$ cat src/rtl/rtc_pwc_pkg.sv
// Purpose: Shared constants for the power window and timestamp block
// Assumes: 32-bit APB data, one register per aligned word
// Notes: Offsets are byte addresses
package rtc_pwc_pkg;
	// Register byte offsets
	localparam logic [7:0] OFF_CTRL_ONE = 8'h00;
	localparam logic [7:0] OFF_CTRL_TWO = 8'h04;
	localparam logic [7:0] OFF_CTRL_THREE = 8'h08;
	localparam logic [7:0] OFF_STATUS = 8'h0C;
	localparam logic [7:0] OFF_STAMP_A_TIME = 8'h10;
	localparam logic [7:0] OFF_STAMP_A_DATE = 8'h14;
	localparam logic [7:0] OFF_STAMP_B_TIME = 8'h18;
	localparam logic [7:0] OFF_STAMP_B_DATE = 8'h1C;
	// Control one fields
	localparam int BIT_STAMP_A_EN = 0;
	localparam int BIT_REPEAT_EN = 1;
	localparam int BIT_PIN_OE = 2;
	localparam int POS_PIN_SEL = 4;
	localparam int BIT_POLARITY = 9;
	localparam int BIT_PWC_EN = 10;
	localparam int BIT_CAL_EN = 15;
	localparam logic [2:0] PIN_SEL_POWER_CTL = 3'h3;
	// Control two and three fields
	localparam int POS_PRESCALE = 6;
	localparam int POS_STAB_LEN = 0;
	localparam int POS_SAMP_LEN = 8;
	localparam logic [7:0] WINDOW_OFF = 8'h00;
	localparam logic [7:0] WINDOW_ALWAYS = 8'hFF;
	// Status fields
	localparam int BIT_ST_CTL = 0;
	localparam int BIT_ST_STAB = 1;
	localparam int BIT_ST_SAMP = 2;
	localparam int BIT_ST_FLAG_A = 3;
	localparam int BIT_ST_FLAG_B = 4;
	// Reset values
	localparam logic [15:0] RST_CTRL_ONE = 16'h0000;
	localparam logic [1:0] RST_PRESCALE = 2'h0;
	localparam logic [15:0] RST_CTRL_THREE = 16'h0000;
	// Prescaler masks
	localparam logic [7:0] MASK_DIV1 = 8'h00;
	localparam logic [7:0] MASK_DIV16 = 8'h0F;
	localparam logic [7:0] MASK_DIV64 = 8'h3F;
	localparam logic [7:0] MASK_DIV256 = 8'hFF;
	// Sequencer states
	typedef enum logic [1:0] {
		SEQ_IDLE = 2'b00,
		SEQ_STAB = 2'b01,
		SEQ_SAMP = 2'b10
	} seq_state_e;
endpackage

$ cat src/rtl/pin_sync.sv
// Purpose: Two-stage synchroniser for pin inputs
// Assumes: Inputs are asynchronous to pclk
// Notes: First stage feeds only the second stage
`timescale 1ns/1ps
`default_nettype none
module pin_sync #(
	parameter int WIDTH = 2
) (
	// Clock and reset
	input wire logic pclk,
	input wire logic presetn,
	// Data
	input wire logic [WIDTH-1:0] async_in,
	output logic [WIDTH-1:0] sync_out
);
	logic [WIDTH-1:0] meta_q;

	genvar i;
	generate
		for (i = 0; i < WIDTH; i++) begin : g_bit
			always_ff @(posedge pclk or negedge presetn) begin
				if (!presetn) begin
					meta_q[i] <= 1'b0;
					sync_out[i] <= 1'b0;
				end else begin
					meta_q[i] <= async_in[i];
					sync_out[i] <= meta_q[i];
				end
			end
		end
	endgenerate
endmodule
`default_nettype wire

$ cat src/rtl/pwc_prescaler.sv
// Purpose: Divides calendar ticks into power control ticks
// Assumes: cal_tick is a one-cycle pulse on pclk
// Notes: Ratio 1, 16, 64 or 256
`timescale 1ns/1ps
`default_nettype none
module pwc_prescaler (
	// Clock and reset
	input wire logic pclk,
	input wire logic presetn,
	// Control
	input wire logic [1:0] prescale,
	input wire logic cal_tick,
	// Output
	output logic pwc_tick
);
	logic [7:0] div_q;

	function automatic logic [7:0] div_mask(input logic [1:0] sel);
		case (sel)
			2'h0: div_mask = rtc_pwc_pkg::MASK_DIV1;
			2'h1: div_mask = rtc_pwc_pkg::MASK_DIV16;
			2'h2: div_mask = rtc_pwc_pkg::MASK_DIV64;
			default: div_mask = rtc_pwc_pkg::MASK_DIV256;
		endcase
	endfunction

	always_ff @(posedge pclk or negedge presetn) begin
		if (!presetn) begin
			div_q <= 8'h00;
		end else if (cal_tick) begin
			div_q <= div_q + 8'h01;
		end
	end

	assign pwc_tick = cal_tick && ((div_q | ~div_mask(prescale)) == 8'hFF);

	a_tick_from_cal: assert property (@(posedge pclk) disable iff (!presetn)
		pwc_tick |-> cal_tick)
		else $error("power control tick without calendar tick");
endmodule
`default_nettype wire

$ cat src/rtl/rtc_power_window.sv
// Purpose: Power window sequencer and event timestamps behind APB
// Assumes: Calendar supplies time, date, ticks and periodic alarm
// Notes: Zero wait APB, read data registered in setup phase
//
// Decided for this implementation: the placing of the registers and the APB slave port.
`timescale 1ns/1ps
`default_nettype none
module rtc_power_window (
	// Clock and reset
	input wire logic pclk,
	input wire logic presetn,
	// APB slave
	input wire logic psel,
	input wire logic penable,
	input wire logic pwrite,
	input wire logic [7:0] paddr,
	input wire logic [31:0] pwdata,
	output logic [31:0] prdata,
	output logic pready,
	output logic pslverr,
	// Calendar side
	input wire logic cal_tick,
	input wire logic alarm_event,
	input wire logic [31:0] cur_time,
	input wire logic [31:0] cur_date,
	// Pins
	input wire logic tamper_input_pin,
	input wire logic supply_on_battery,
	output logic clock_pin_out,
	output logic clock_pin_oe,
	// Power control outputs and calendar interrupt
	output logic peripheral_power_control,
	output logic sample_gate,
	output logic stability_window,
	output logic calendar_irq
);
	logic [15:0] ctrl_one_q;
	logic [1:0] power_ctl_prescale;
	logic [15:0] ctrl_three_q;
	logic [31:0] stamp_a_time_q, stamp_a_date_q;
	logic [31:0] stamp_b_time_q, stamp_b_date_q;
	logic stamp_a_event_flag, stamp_b_flag_q, cap_a_pend_q;
	logic tamper_s, battery_s, tamper_prev_q, battery_prev_q;
	logic pwc_tick, ctl_active_q;
	logic [7:0] win_cnt_q;
	rtc_pwc_pkg::seq_state_e state_q;

	logic wr_en, rd_en, addr_ok;
	logic stamp_a_enable, periodic_repeat_enable, power_ctl_enable;
	logic calendar_enable, power_ctl_polarity, clock_pin_output_enable;
	logic [2:0] clock_pin_output_select;
	logic [7:0] sample_window_length, stability_window_length;
	logic tamper_fall, battery_rise, manual_req, start_a, set_a, set_b;
	logic clr_a, clr_b, win_done, start_cycle;
	logic [7:0] win_len;

	assign stamp_a_enable = ctrl_one_q[rtc_pwc_pkg::BIT_STAMP_A_EN];
	assign periodic_repeat_enable = ctrl_one_q[rtc_pwc_pkg::BIT_REPEAT_EN];
	assign clock_pin_output_enable = ctrl_one_q[rtc_pwc_pkg::BIT_PIN_OE];
	assign clock_pin_output_select =
		ctrl_one_q[rtc_pwc_pkg::POS_PIN_SEL +: 3];
	assign power_ctl_polarity = ctrl_one_q[rtc_pwc_pkg::BIT_POLARITY];
	assign power_ctl_enable = ctrl_one_q[rtc_pwc_pkg::BIT_PWC_EN];
	assign calendar_enable = ctrl_one_q[rtc_pwc_pkg::BIT_CAL_EN];
	assign sample_window_length = ctrl_three_q[rtc_pwc_pkg::POS_SAMP_LEN +: 8];
	assign stability_window_length =
		ctrl_three_q[rtc_pwc_pkg::POS_STAB_LEN +: 8];

	// APB decode
	assign wr_en = psel && penable && pwrite;
	assign rd_en = psel && !penable && !pwrite;
	assign pready = 1'b1;
	assign addr_ok = (paddr[1:0] == 2'h0) &&
		(paddr <= rtc_pwc_pkg::OFF_STAMP_B_DATE);

	always_ff @(posedge pclk or negedge presetn) begin
		if (!presetn) begin
			pslverr <= 1'b0;
		end else begin
			pslverr <= psel && !penable && !addr_ok;
		end
	end

	always_ff @(posedge pclk or negedge presetn) begin
		if (!presetn) begin
			prdata <= 32'h0000_0000;
		end else if (rd_en) begin
			case (paddr)
				rtc_pwc_pkg::OFF_CTRL_ONE: prdata <= {16'h0000, ctrl_one_q};
				rtc_pwc_pkg::OFF_CTRL_TWO:
					prdata <= {24'h00_0000, power_ctl_prescale, 6'h00};
				rtc_pwc_pkg::OFF_CTRL_THREE: prdata <= {16'h0000, ctrl_three_q};
				rtc_pwc_pkg::OFF_STATUS:
					prdata <= {27'h000_0000, stamp_b_flag_q, stamp_a_event_flag,
						sample_gate, stability_window, ctl_active_q};
				rtc_pwc_pkg::OFF_STAMP_A_TIME: prdata <= stamp_a_time_q;
				rtc_pwc_pkg::OFF_STAMP_A_DATE: prdata <= stamp_a_date_q;
				rtc_pwc_pkg::OFF_STAMP_B_TIME: prdata <= stamp_b_time_q;
				rtc_pwc_pkg::OFF_STAMP_B_DATE: prdata <= stamp_b_date_q;
				default: prdata <= 32'h0000_0000;
			endcase
		end
	end

	// Control registers
	always_ff @(posedge pclk or negedge presetn) begin
		if (!presetn) begin
			ctrl_one_q <= rtc_pwc_pkg::RST_CTRL_ONE;
			power_ctl_prescale <= rtc_pwc_pkg::RST_PRESCALE;
			ctrl_three_q <= rtc_pwc_pkg::RST_CTRL_THREE;
		end else if (wr_en) begin
			if (paddr == rtc_pwc_pkg::OFF_CTRL_ONE) begin
				ctrl_one_q <= pwdata[15:0];
			end
			if (paddr == rtc_pwc_pkg::OFF_CTRL_TWO) begin
				power_ctl_prescale <= pwdata[rtc_pwc_pkg::POS_PRESCALE +: 2];
			end
			if (paddr == rtc_pwc_pkg::OFF_CTRL_THREE) begin
				ctrl_three_q <= pwdata[15:0];
			end
		end
	end

	// Prescaler
	pwc_prescaler u_prescaler (
		.pclk(pclk),
		.presetn(presetn),
		.prescale(power_ctl_prescale),
		.cal_tick(cal_tick),
		.pwc_tick(pwc_tick)
	);

	// Sequencer
	assign start_cycle = alarm_event && periodic_repeat_enable &&
		calendar_enable && power_ctl_enable &&
		(state_q == rtc_pwc_pkg::SEQ_IDLE);
	assign win_len = (state_q == rtc_pwc_pkg::SEQ_STAB) ?
		stability_window_length : sample_window_length;
	assign win_done = pwc_tick && (win_cnt_q + 8'h01 >= win_len);

	always_ff @(posedge pclk or negedge presetn) begin
		if (!presetn) begin
			state_q <= rtc_pwc_pkg::SEQ_IDLE;
			win_cnt_q <= 8'h00;
		end else begin
			case (state_q)
				rtc_pwc_pkg::SEQ_IDLE: begin
					win_cnt_q <= 8'h00;
					if (start_cycle) begin
						if (stability_window_length != rtc_pwc_pkg::WINDOW_OFF) begin
							state_q <= rtc_pwc_pkg::SEQ_STAB;
						end else if (sample_window_length !=
								rtc_pwc_pkg::WINDOW_OFF) begin
							state_q <= rtc_pwc_pkg::SEQ_SAMP;
						end
					end
				end
				rtc_pwc_pkg::SEQ_STAB: begin
					if (!power_ctl_enable) begin
						state_q <= rtc_pwc_pkg::SEQ_IDLE;
					end else if (win_done) begin
						win_cnt_q <= 8'h00;
						if (sample_window_length != rtc_pwc_pkg::WINDOW_OFF) begin
							state_q <= rtc_pwc_pkg::SEQ_SAMP;
						end else begin
							state_q <= rtc_pwc_pkg::SEQ_IDLE;
						end
					end else if (pwc_tick) begin
						win_cnt_q <= win_cnt_q + 8'h01;
					end
				end
				rtc_pwc_pkg::SEQ_SAMP: begin
					if (!power_ctl_enable || win_done) begin
						state_q <= rtc_pwc_pkg::SEQ_IDLE;
						win_cnt_q <= 8'h00;
					end else if (pwc_tick) begin
						win_cnt_q <= win_cnt_q + 8'h01;
					end
				end
				default: begin
					state_q <= rtc_pwc_pkg::SEQ_IDLE;
					win_cnt_q <= 8'h00;
				end
			endcase
		end
	end

	// Registered outputs
	always_ff @(posedge pclk or negedge presetn) begin
		if (!presetn) begin
			ctl_active_q <= 1'b0;
			sample_gate <= 1'b0;
			stability_window <= 1'b0;
			// Inactive level of the reset polarity keeps the peripheral off
			peripheral_power_control <=
				!rtc_pwc_pkg::RST_CTRL_ONE[rtc_pwc_pkg::BIT_POLARITY];
			clock_pin_out <=
				!rtc_pwc_pkg::RST_CTRL_ONE[rtc_pwc_pkg::BIT_POLARITY];
			clock_pin_oe <= 1'b0;
		end else begin
			ctl_active_q <= (state_q != rtc_pwc_pkg::SEQ_IDLE);
			sample_gate <= (state_q == rtc_pwc_pkg::SEQ_SAMP);
			stability_window <= (state_q == rtc_pwc_pkg::SEQ_STAB) ||
				(stability_window_length == rtc_pwc_pkg::WINDOW_ALWAYS);
			peripheral_power_control <= (state_q != rtc_pwc_pkg::SEQ_IDLE) ~^
				power_ctl_polarity;
			clock_pin_oe <= clock_pin_output_enable &&
				(clock_pin_output_select == rtc_pwc_pkg::PIN_SEL_POWER_CTL);
			clock_pin_out <= (state_q != rtc_pwc_pkg::SEQ_IDLE) ~^
				power_ctl_polarity;
		end
	end

	// Pin synchronisers and edges
	pin_sync #(
		.WIDTH(2)
	) u_sync (
		.pclk(pclk),
		.presetn(presetn),
		.async_in({supply_on_battery, tamper_input_pin}),
		.sync_out({battery_s, tamper_s})
	);

	always_ff @(posedge pclk or negedge presetn) begin
		if (!presetn) begin
			// Matches the synchroniser reset, so release shows no fall
			tamper_prev_q <= 1'b0;
			battery_prev_q <= 1'b0;
		end else begin
			tamper_prev_q <= tamper_s;
			battery_prev_q <= battery_s;
		end
	end

	assign tamper_fall = tamper_prev_q && !tamper_s;
	assign battery_rise = battery_s && !battery_prev_q;
	assign manual_req = wr_en && (paddr == rtc_pwc_pkg::OFF_STATUS) &&
		pwdata[rtc_pwc_pkg::BIT_ST_FLAG_A];
	assign start_a = stamp_a_enable && !stamp_a_event_flag && !cap_a_pend_q &&
		(tamper_fall || manual_req);
	assign set_a = cap_a_pend_q;
	assign set_b = battery_rise && !stamp_b_flag_q;
	assign clr_a = wr_en && (paddr == rtc_pwc_pkg::OFF_STATUS) &&
		!pwdata[rtc_pwc_pkg::BIT_ST_FLAG_A];
	assign clr_b = wr_en && (paddr == rtc_pwc_pkg::OFF_STATUS) &&
		!pwdata[rtc_pwc_pkg::BIT_ST_FLAG_B];

	// Timestamp A capture
	always_ff @(posedge pclk or negedge presetn) begin
		if (!presetn) begin
			cap_a_pend_q <= 1'b0;
			stamp_a_time_q <= 32'h0000_0000;
			stamp_a_date_q <= 32'h0000_0000;
		end else begin
			cap_a_pend_q <= start_a;
			if (cap_a_pend_q) begin
				stamp_a_time_q <= cur_time;
				stamp_a_date_q <= cur_date;
			end
		end
	end

	// Timestamp B capture
	always_ff @(posedge pclk or negedge presetn) begin
		if (!presetn) begin
			stamp_b_time_q <= 32'h0000_0000;
			stamp_b_date_q <= 32'h0000_0000;
		end else if (set_b) begin
			stamp_b_time_q <= cur_time;
			stamp_b_date_q <= cur_date;
		end
	end

	// Flags, set wins over clear
	always_ff @(posedge pclk or negedge presetn) begin
		if (!presetn) begin
			stamp_a_event_flag <= 1'b0;
			stamp_b_flag_q <= 1'b0;
			calendar_irq <= 1'b0;
		end else begin
			stamp_a_event_flag <= set_a || (stamp_a_event_flag && !clr_a);
			stamp_b_flag_q <= set_b || (stamp_b_flag_q && !clr_b);
			calendar_irq <= set_a || set_b;
		end
	end

	// Checks
	a_stab_to_samp: assert property (@(posedge pclk) disable iff (!presetn)
		(state_q == rtc_pwc_pkg::SEQ_STAB) && power_ctl_enable && win_done &&
		(sample_window_length != 8'h00)
		|=> state_q == rtc_pwc_pkg::SEQ_SAMP)
		else $error("sample window did not follow stability window");

	a_samp_closes: assert property (@(posedge pclk) disable iff (!presetn)
		(state_q == rtc_pwc_pkg::SEQ_SAMP) && win_done
		|=> ##1 !ctl_active_q && !sample_gate)
		else $error("windows not closed after sample window");

	a_pol_level: assert property (@(posedge pclk) disable iff (!presetn)
		$past(power_ctl_polarity) == power_ctl_polarity |->
		peripheral_power_control == (ctl_active_q ~^ power_ctl_polarity))
		else $error("control output level disagrees with polarity");

	a_stab_forever: assert property (@(posedge pclk) disable iff (!presetn)
		stability_window_length == 8'hFF [*2] |-> stability_window)
		else $error("stability window not held on");

	a_zero_stab: assert property (@(posedge pclk) disable iff (!presetn)
		start_cycle && (stability_window_length == 8'h00)
		|=> state_q != rtc_pwc_pkg::SEQ_STAB)
		else $error("zero stability window entered");

	a_no_restart: assert property (@(posedge pclk) disable iff (!presetn)
		(state_q == rtc_pwc_pkg::SEQ_SAMP) && !win_done && power_ctl_enable
		|=> state_q == rtc_pwc_pkg::SEQ_SAMP)
		else $error("cycle restarted while windows open");

	a_manual_late: assert property (@(posedge pclk) disable iff (!presetn)
		manual_req && start_a |=> !stamp_a_event_flag ##1 stamp_a_event_flag)
		else $error("manual capture flag timing wrong");

	a_flag_blocks: assert property (@(posedge pclk) disable iff (!presetn)
		stamp_a_event_flag |=> $stable(stamp_a_time_q))
		else $error("stamp changed while flag set");

	a_tamper_gate: assert property (@(posedge pclk) disable iff (!presetn)
		tamper_fall && !stamp_a_enable |=> !cap_a_pend_q)
		else $error("tamper accepted while disabled");

	a_irq_with_flag: assert property (@(posedge pclk) disable iff (!presetn)
		$rose(stamp_a_event_flag) |-> calendar_irq)
		else $error("no interrupt on timestamp");

	c_full_cycle: cover property (@(posedge pclk) disable iff (!presetn)
		(state_q == rtc_pwc_pkg::SEQ_STAB) ##[1:1000]
		(state_q == rtc_pwc_pkg::SEQ_SAMP) ##[1:1000]
		(state_q == rtc_pwc_pkg::SEQ_IDLE));
	c_tamper_stamp: cover property (@(posedge pclk) disable iff (!presetn)
		tamper_fall && start_a ##2 stamp_a_event_flag);
	c_manual_stamp: cover property (@(posedge pclk) disable iff (!presetn)
		manual_req && start_a);
	c_battery_stamp: cover property (@(posedge pclk) disable iff (!presetn)
		set_b);
endmodule
`default_nettype wire

$ cat config.mk
export PLATFORM = sky130hd
export DESIGN_NAME = rtc_power_window
export DESIGN_NICKNAME = d
export VERILOG_FILES = /design/src/rtl/rtc_pwc_pkg.sv /design/src/rtl/pin_sync.sv /design/src/rtl/pwc_prescaler.sv /design/src/rtl/rtc_power_window.sv
export SDC_FILE = /design/constraint.sdc
export NUM_CORES = 1
export LEC_CHECK = 0
export ABC_CLOCK_PERIOD_IN_PS = 2400
export BUFFER_PORTS_ARGS = -buffer_cell sky130_fd_sc_hd__buf_2
export CORE_MARGIN = 4
export CORE_UTILIZATION = 35
export DETAILED_ROUTE_END_ITERATION = 7
export SLEW_MARGIN = 40
export SYNTH_ARGS = -nofsm -noshare
export SYNTH_HDL_FRONTEND = slang
export SYNTH_SLANG_ARGS = --single-unit
$ cat constraint.sdc
create_clock -name pclk -period 2.4 [get_ports pclk]
set_input_delay 0.48 -clock pclk [delete_from_list [all_inputs] [get_ports pclk]]
set_output_delay 0.48 -clock pclk [all_outputs]
set_load 0.1 [all_outputs]
==> impl_metrics.toml, run 1 <==
[yosys]
synthTopCellsByCount = "dfrtp_1, mux2_2, nand2_1"
yosysUniqueCellTypes = 65
syn_avg_cell_area_um2 = 13.08
yosysTopAreaCell = "dfrtp_1"
syn_inst = 795
synth_top_cell_area_share = 0.5463
yosys_most_used_dff = "dfrtp_1"
synth_area_leaders = "dfrtp_1, mux2_2, mux2i_1, nand2_1, mux4_2"
yosysWarningCount = 0
ys_seq_elements = 228
synth_area_um2 = 10400
synth-edff-count = 0
synth.most_common_cell = "dfrtp_1"
synth-async-reset-ratio = 1.000
synth.yosys.seq_area_share = 0.5488
syn-num-nets = 922

[drt]
antenna_left = 0
vias = 7237
drt_first_pass_iters = 5
wl_per_cell_um = 20.15
avgViaCountPerCell = 5.244
drc = 0
drt_iter0_drc = 484
drt-total-wl_um = 27810

[sta]
fmax_ghz = 0.4152
post-route-min-period_ps = 2409
hold_viol = 0
worst_slack_ps = -8.583
skew_ps = 8.369
setup_viol = 3
slew_violations = 0
worst_pin_slew_ps = 760.9
slew_headroom = 0.4927
final.setup.tns_ps = -10.60
grt_setup_unrepaired = "true"
period_share = 1.004

[setup_path]
worstPathArrival_ps = 2810
end_kind = "register"
crit_type = "reg -> reg"
path_max_fanout = 4
start_kind = "register"
worstPathRequired_ps = 2800

[global_routing]
grt_max_degree = 60
grt_pass1_vias = 7554
antenna_found_initial = 5
grt_use_total = 0.1683
overflow = 0
grt_pass1_wl_um = 43700

[placed_design]
placed_cells = 1327
dp_slack_ps = -111.4
place_congestion = 0.8447
placed_area_um2 = 11970
io_buffers = 135
dp_hpwl_um = 20040

[clock_tree]
cts_tree = "built"
clkLatencyLatePin_ps = 520
cts_buffers = 27
cts_buffer_depth = 3
htree_levels = 1
cts_sinks = 228
clk_pin_slew_worst_paths_ps = 60
cts_root_buf = "clkbuf_16"

[layout]
fillers = 2668
drive_above_1_share = 0.4663
area_growth_pct = 26.24
fin_area_um2 = 13130
layout.nets = 1104
stdcell_count = 1380

[floorplan]
io_pins = 153
start_util = 0.3584
fp-row-count = 62
die-area_um2 = 32530
die_w_um = 180.4
core_um2 = 29010
die_y_um = 180.4

[status]
status = "complete, but fails checks"
violations = "negative setup slack"

[hold_path]
holdCritPathClass = "in -> reg"

[pwr]
power.leakage_nw = 6.099
cellPowerDensity_nw_per_um2 = 844.3
power_mw = 11.08
ir_drop_mv = 0.4722

[job]
drv_cap = 0
## final timing paths
| path | start | end | slack (ps) | cells past startpoint |
|---|---|---|---|---|
| worst max-delay path | win_cnt_q[0]$_DFFE_PN0P_ | win_cnt_q[3]$_DFFE_PN0P_ | -9 | 10 |
| worst min-delay path | tamper_input_pin | u_sync.meta_q[0]$_DFF_PN0_ | 60 | 1 |
| worst max register to register | win_cnt_q[0]$_DFFE_PN0P_ | win_cnt_q[3]$_DFFE_PN0P_ | -9 | 10 |
| worst min register to register | u_sync.meta_q[1]$_DFF_PN0_ | u_sync.sync_out[1]$_DFF_PN0_ | 350 | 0 |
| max in group asynchronous | presetn | stamp_b_date_q[13]$_DFFE_PN0P_ | 1210 | 3 |
| min in group asynchronous | presetn | win_cnt_q[1]$_DFFE_PN0P_ | 500 | 2 |
## report_power, final
| part | total, mW | internal (mW) | switching [mW] |
|---|---|---|---|
| clock | 4.36 | 2.78 | 1.58 |
| combinational | 1.79 | 0.872 | 0.916 |
| sequential | 4.94 | 4.54 | 0.400 |
| total | 11.1 | 8.19 | 2.90 |
## routing by layer
| layer | wire, µm | global-route usage |
|---|---|---|
| met5 | 54 | 0 |
| met4 | 577 | 0.04114 |
| met3 | 1455 | 0.03512 |
| met2 | 13020 | 0.2656 |
| met1 | 12700 | 0.2394 |
## timing repair
item                                    CTS  global route
setup buffers                             0             4
hold endpoints to repair                 52             0
cloned                                    0             0
hold buffers                              1             0
endpoints found under the setup margin   10            10
gates resized for setup                  11            20
pin swaps                                 3            22
## registers in the layout (all words and copies together), names as in the netlist, 8 cells and up
name	count
win_cnt_q	8
stamp_b_date_q	32
prdata	32
u_prescaler.div_q	8
stamp_a_date_q	32
stamp_a_time_q	32
ctrl_one_q	16
stamp_b_time_q	32
ctrl_three_q	16
## cells by family after synthesis
logic type / count (synthesis) / synth area share
muxes: 204 / 0.2307
xor gates and xnor gates: 14 / 0.01179
buffers and inverters: 58 / 0.02791
DFF: 228 / 0.5488
adders and majority gates: 14 / 0.01685
and+or+nand+nor: 139 / 0.07195
AOI/OAI and AO/OA: 137 / 0.09169
other: 1 / 0.0003606
## layout by cell type, fill, tap and decap left out, types with 6 or more instances in the layout
cell type,Yosys,layout
buf_12,0,13
a22oi_1,14,14
clkbuf_16,0,27
dfrtp_1,227,225
nand4_1,6,6
nand2_1,61,61
a21oi_1,15,12
xnor2_1,8,8
nand3_1,10,7
o21ai_0,40,40
buf_4,5,49
ha_1,14,8
clkbuf_8,0,6
a221oi_1,15,14
mux2_2,161,159
mux4_2,9,9
nor2_1,21,19
inv_1,12,11
mux2i_1,24,21
a22o_1,18,18
buf_2,16,134
mux2_4,8,10
## critical path, cell delays in order, from the launching register on
cell	delay (ps)
dfrtp_1	400
ha_2	220
buf_4	140
xor2_2	180
ha_4	270
or3_4	120
a21oi_4	60
o31a_4	390
buf_12	140
a31o_1	210
a22o_1	170
## area by class of cell
| type | instances | area, µm² | area share |
|---|---|---|---|
| flip-flops and latches | 228 | 5709 | 0.4349 |
| inverters | 12 | 45.04 | 0.003431 |
| repair buffers | 199 | 1335 | 0.1017 |
| clock inverters | 10 | 183.9 | 0.01401 |
| multi-input cells | 509 | 4598 | 0.3503 |
| well taps | 384 | 480.5 | 0.03660 |
| clock buffers | 37 | 773.2 | 0.05890 |
| diodes | 1 | 2.502 | 0.0001906 |
## through the flow
step                        util  hold WS [ps]
after floorplan                -         184.4
after global placement    0.4125         334.5
after detailed placement  0.4125         337.1
after CTS                 0.4477         43.54
after global routing      0.4525         47.00
final                     0.4525         64.76
Note: power is estimated with default switching activity, not from simulation.
==> run 2: changes to the inputs <==
--- a/config.mk
+++ b/config.mk
@@ -7,6 +7,7 @@
 export LEC_CHECK = 0
 export ABC_CLOCK_PERIOD_IN_PS = 2400
 export BUFFER_PORTS_ARGS = -buffer_cell sky130_fd_sc_hd__buf_2
+export CORE_ASPECT_RATIO = 0.6
 export CORE_MARGIN = 4
 export CORE_UTILIZATION = 35
 export DETAILED_ROUTE_END_ITERATION = 7
==> run 2 against run 1 <==
  * The flow still finishes with violations (negative setup slack)
  * Clock skew up 0.84 ps
  * Via count shrank 0.29%
  * Largest power group unchanged
  * Non-clock buffer count is 11 higher
  * Critical path depth fell by 1
==> impl_metrics.toml, run 2 (same netlist as run 1, synthesis figures left out) <==
[status]
status = "complete, but fails checks"
violations = "negative setup slack"

[sta]
period_share = 1.014
setup_viol = 8
worst_pin_slew_ps = 643.7
fmax_ghz = 0.4110
slew_headroom = 0.5669
worst_slack_ps = -33.32
hold_viol = 0
grt_setup_unrepaired = "true"
post-route-min-period_ps = 2433
skew_ps = 9.208
slew_violations = 0

[layout]
fin_area_um2 = 13000
area_growth_pct = 24.98
layout_common_cells = "dfrtp_1, mux2_2, buf_2, nand2_1, buf_4"
drive_above_1_share = 0.4685
layout.nets = 1111
final_core_util = 0.4480
final_common_cell = "dfrtp_1"

[drt]
drt_iter0_drc = 471
antenna_left = 0
wl_met1_um = 15000
route.met3.wl_um = 1728
dr.max_layer_used = "met5"
wl_per_cell_um = 20.94
drc = 0
vias = 7216
drt-total-wl_um = 29360
wl_met2_um = 12110
drt_first_pass_iters = 5
avgViaCountPerCell = 5.147

[setup_path]
worst_path_most_repeated_cell = "mux2_4"
worst_path_max_delay_cell = "dfrtp_1"
startpoint = "state_q[1]$_DFFE_PN0P_"
critical_path.top_delay_family = "multiplexers"
start_kind = "register"
r2r_start = "state_q[1]$_DFFE_PN0P_"
worstPathRequired_ps = 2800
crit_type = "reg -> reg"
worstPathArrival_ps = 2830
crit_path_max_incr_delay_ps = 390
path_buf_inv = 1
path_max_fanout = 8
cp_cell_sequence = "inv_2, ha_4, mux2_4, ha_1, nand2b_4, a21oi_4, o31a_4, and3_4, mux2_4"
end_kind = "register"

[floorplan]
die_w_um = 230.5
start_util = 0.3585
io_pins = 153
core_um2 = 29010
die-area_um2 = 32620
die_y_um = 141.5
fp-row-count = 48

[pwr]
switching_power_mw = 2.849
power_frac_clock = 0.348
p_int_mw = 7.448
power.share.sequential = 0.479
power_mw = 10.30
ir_drop_mv = 0.4658
cellPowerDensity_nw_per_um2 = 792.3
power.leakage_nw = 6.046
switching_share = 0.2766
comb_power_share = 0.174

[global_routing]
antenna_found_initial = 5
overflow = 0
grt_pass1_vias = 7352
grt_pass1_wl_um = 44870
grt_use_total = 0.1767
grt_max_degree = 69

[hold_path]
holdCritPathClass = "in -> reg"
hp-start = "tamper_input_pin"

[job]
drv_cap = 0

[clock_tree]
clkLatencyLatePin_ps = 520
cts_root_buf = "clkbuf_16"
htree_levels = 1
clk_pin_slew_worst_paths_ps = 70
cts_buffer_depth = 3
cts_buffers = 23
cts_sinks = 228
cts_tree = "built"

[placed_design]
placed_area_um2 = 12030
dp_hpwl_um = 21460
place_congestion = 0.8347
io_buffers = 135
run 2: cell types whose count changed in the layout (fill, tap and decap cells not counted), sizes merged:
cell / change
clkbuf: -2
clkinv: +3
buf: +11
bufinv: -5
clkinvlp: -1
run 2: routing by layer:
metal | track usage | vias to the layer above
li1 | - | 3295
met1 | 0.2799 | 3690
met2 | 0.2475 | 181
met3 | 0.04314 | 42
met4 | 0.02734 | 8
met5 | 0 | -
run 2: cell type report:
| type | count | area [µm²] |
|---|---|---|
| sequential | 228 | 5709 |
| tap | 400 | 500.5 |
| inverter | 12 | 45.04 |
| clock inverter | 7 | 41.29 |
| timing repair buffer | 210 | 1396 |
| fill | 2680 | 16010 |
| clock buffer | 35 | 710.7 |
| antenna | 1 | 2.502 |
| multi-input combinational | 509 | 4591 |
run 2: power by group through the flow:
stage	registers, mW	clock network, mW	logic [mW]
floorplan	5.09	0	1.06
global placement	4.97	0	1.72
detailed placement	4.99	0	1.76
CTS	4.93	3.68	1.78
global route	5.01	3.84	1.96
finish	4.93	3.58	1.79
run 2: stage by stage:
step | std cells | setup TNS, ps | hold slack (ps) | setup WS, ps
6_report | 1402 | -190.3 | 70.05 | -33.32
2_1_floorplan | 795 | -54.46 | 184.4 | -17.11
4_1_cts | 1399 | -143.4 | 45.74 | -18.82
3_5_place_dp | 1351 | -1344 | 345.7 | -155.2
5_1_grt | 1402 | -902.3 | 46.48 | -109.3
3_3_place_gp | 1351 | -742.6 | 346.0 | -86.22
run 2: repair_timing:
| action | CTS | global route |
|---|---|---|
| hold endpoints to repair | 62 | 0 |
| endpoints found under the setup margin | 10 | 10 |
| gates resized for setup | 12 | 17 |
| pin swaps | 11 | 16 |
| buffers inserted | 5 | 2 |
| cloned | 0 | 0 |
| hold buffers | 1 | 0 |
run 2: final timing paths:
kind | slack, ps | endpoint | cells after the start
hold / removal | 70 | u_sync.meta_q[0]$_DFF_PN0_ | 1
max in group asynchronous | 1140 | cap_a_pend_q$_DFF_PN0_ | 3
min in group asynchronous | 510 | u_prescaler.div_q[5]$_DFFE_PN0P_ | 2
setup reg to reg | -30 | win_cnt_q[0]$_DFFE_PN0P_ | 9
hold reg to reg | 360 | u_sync.sync_out[0]$_DFF_PN0_ | 0
setup / recovery | -30 | win_cnt_q[0]$_DFFE_PN0P_ | 9
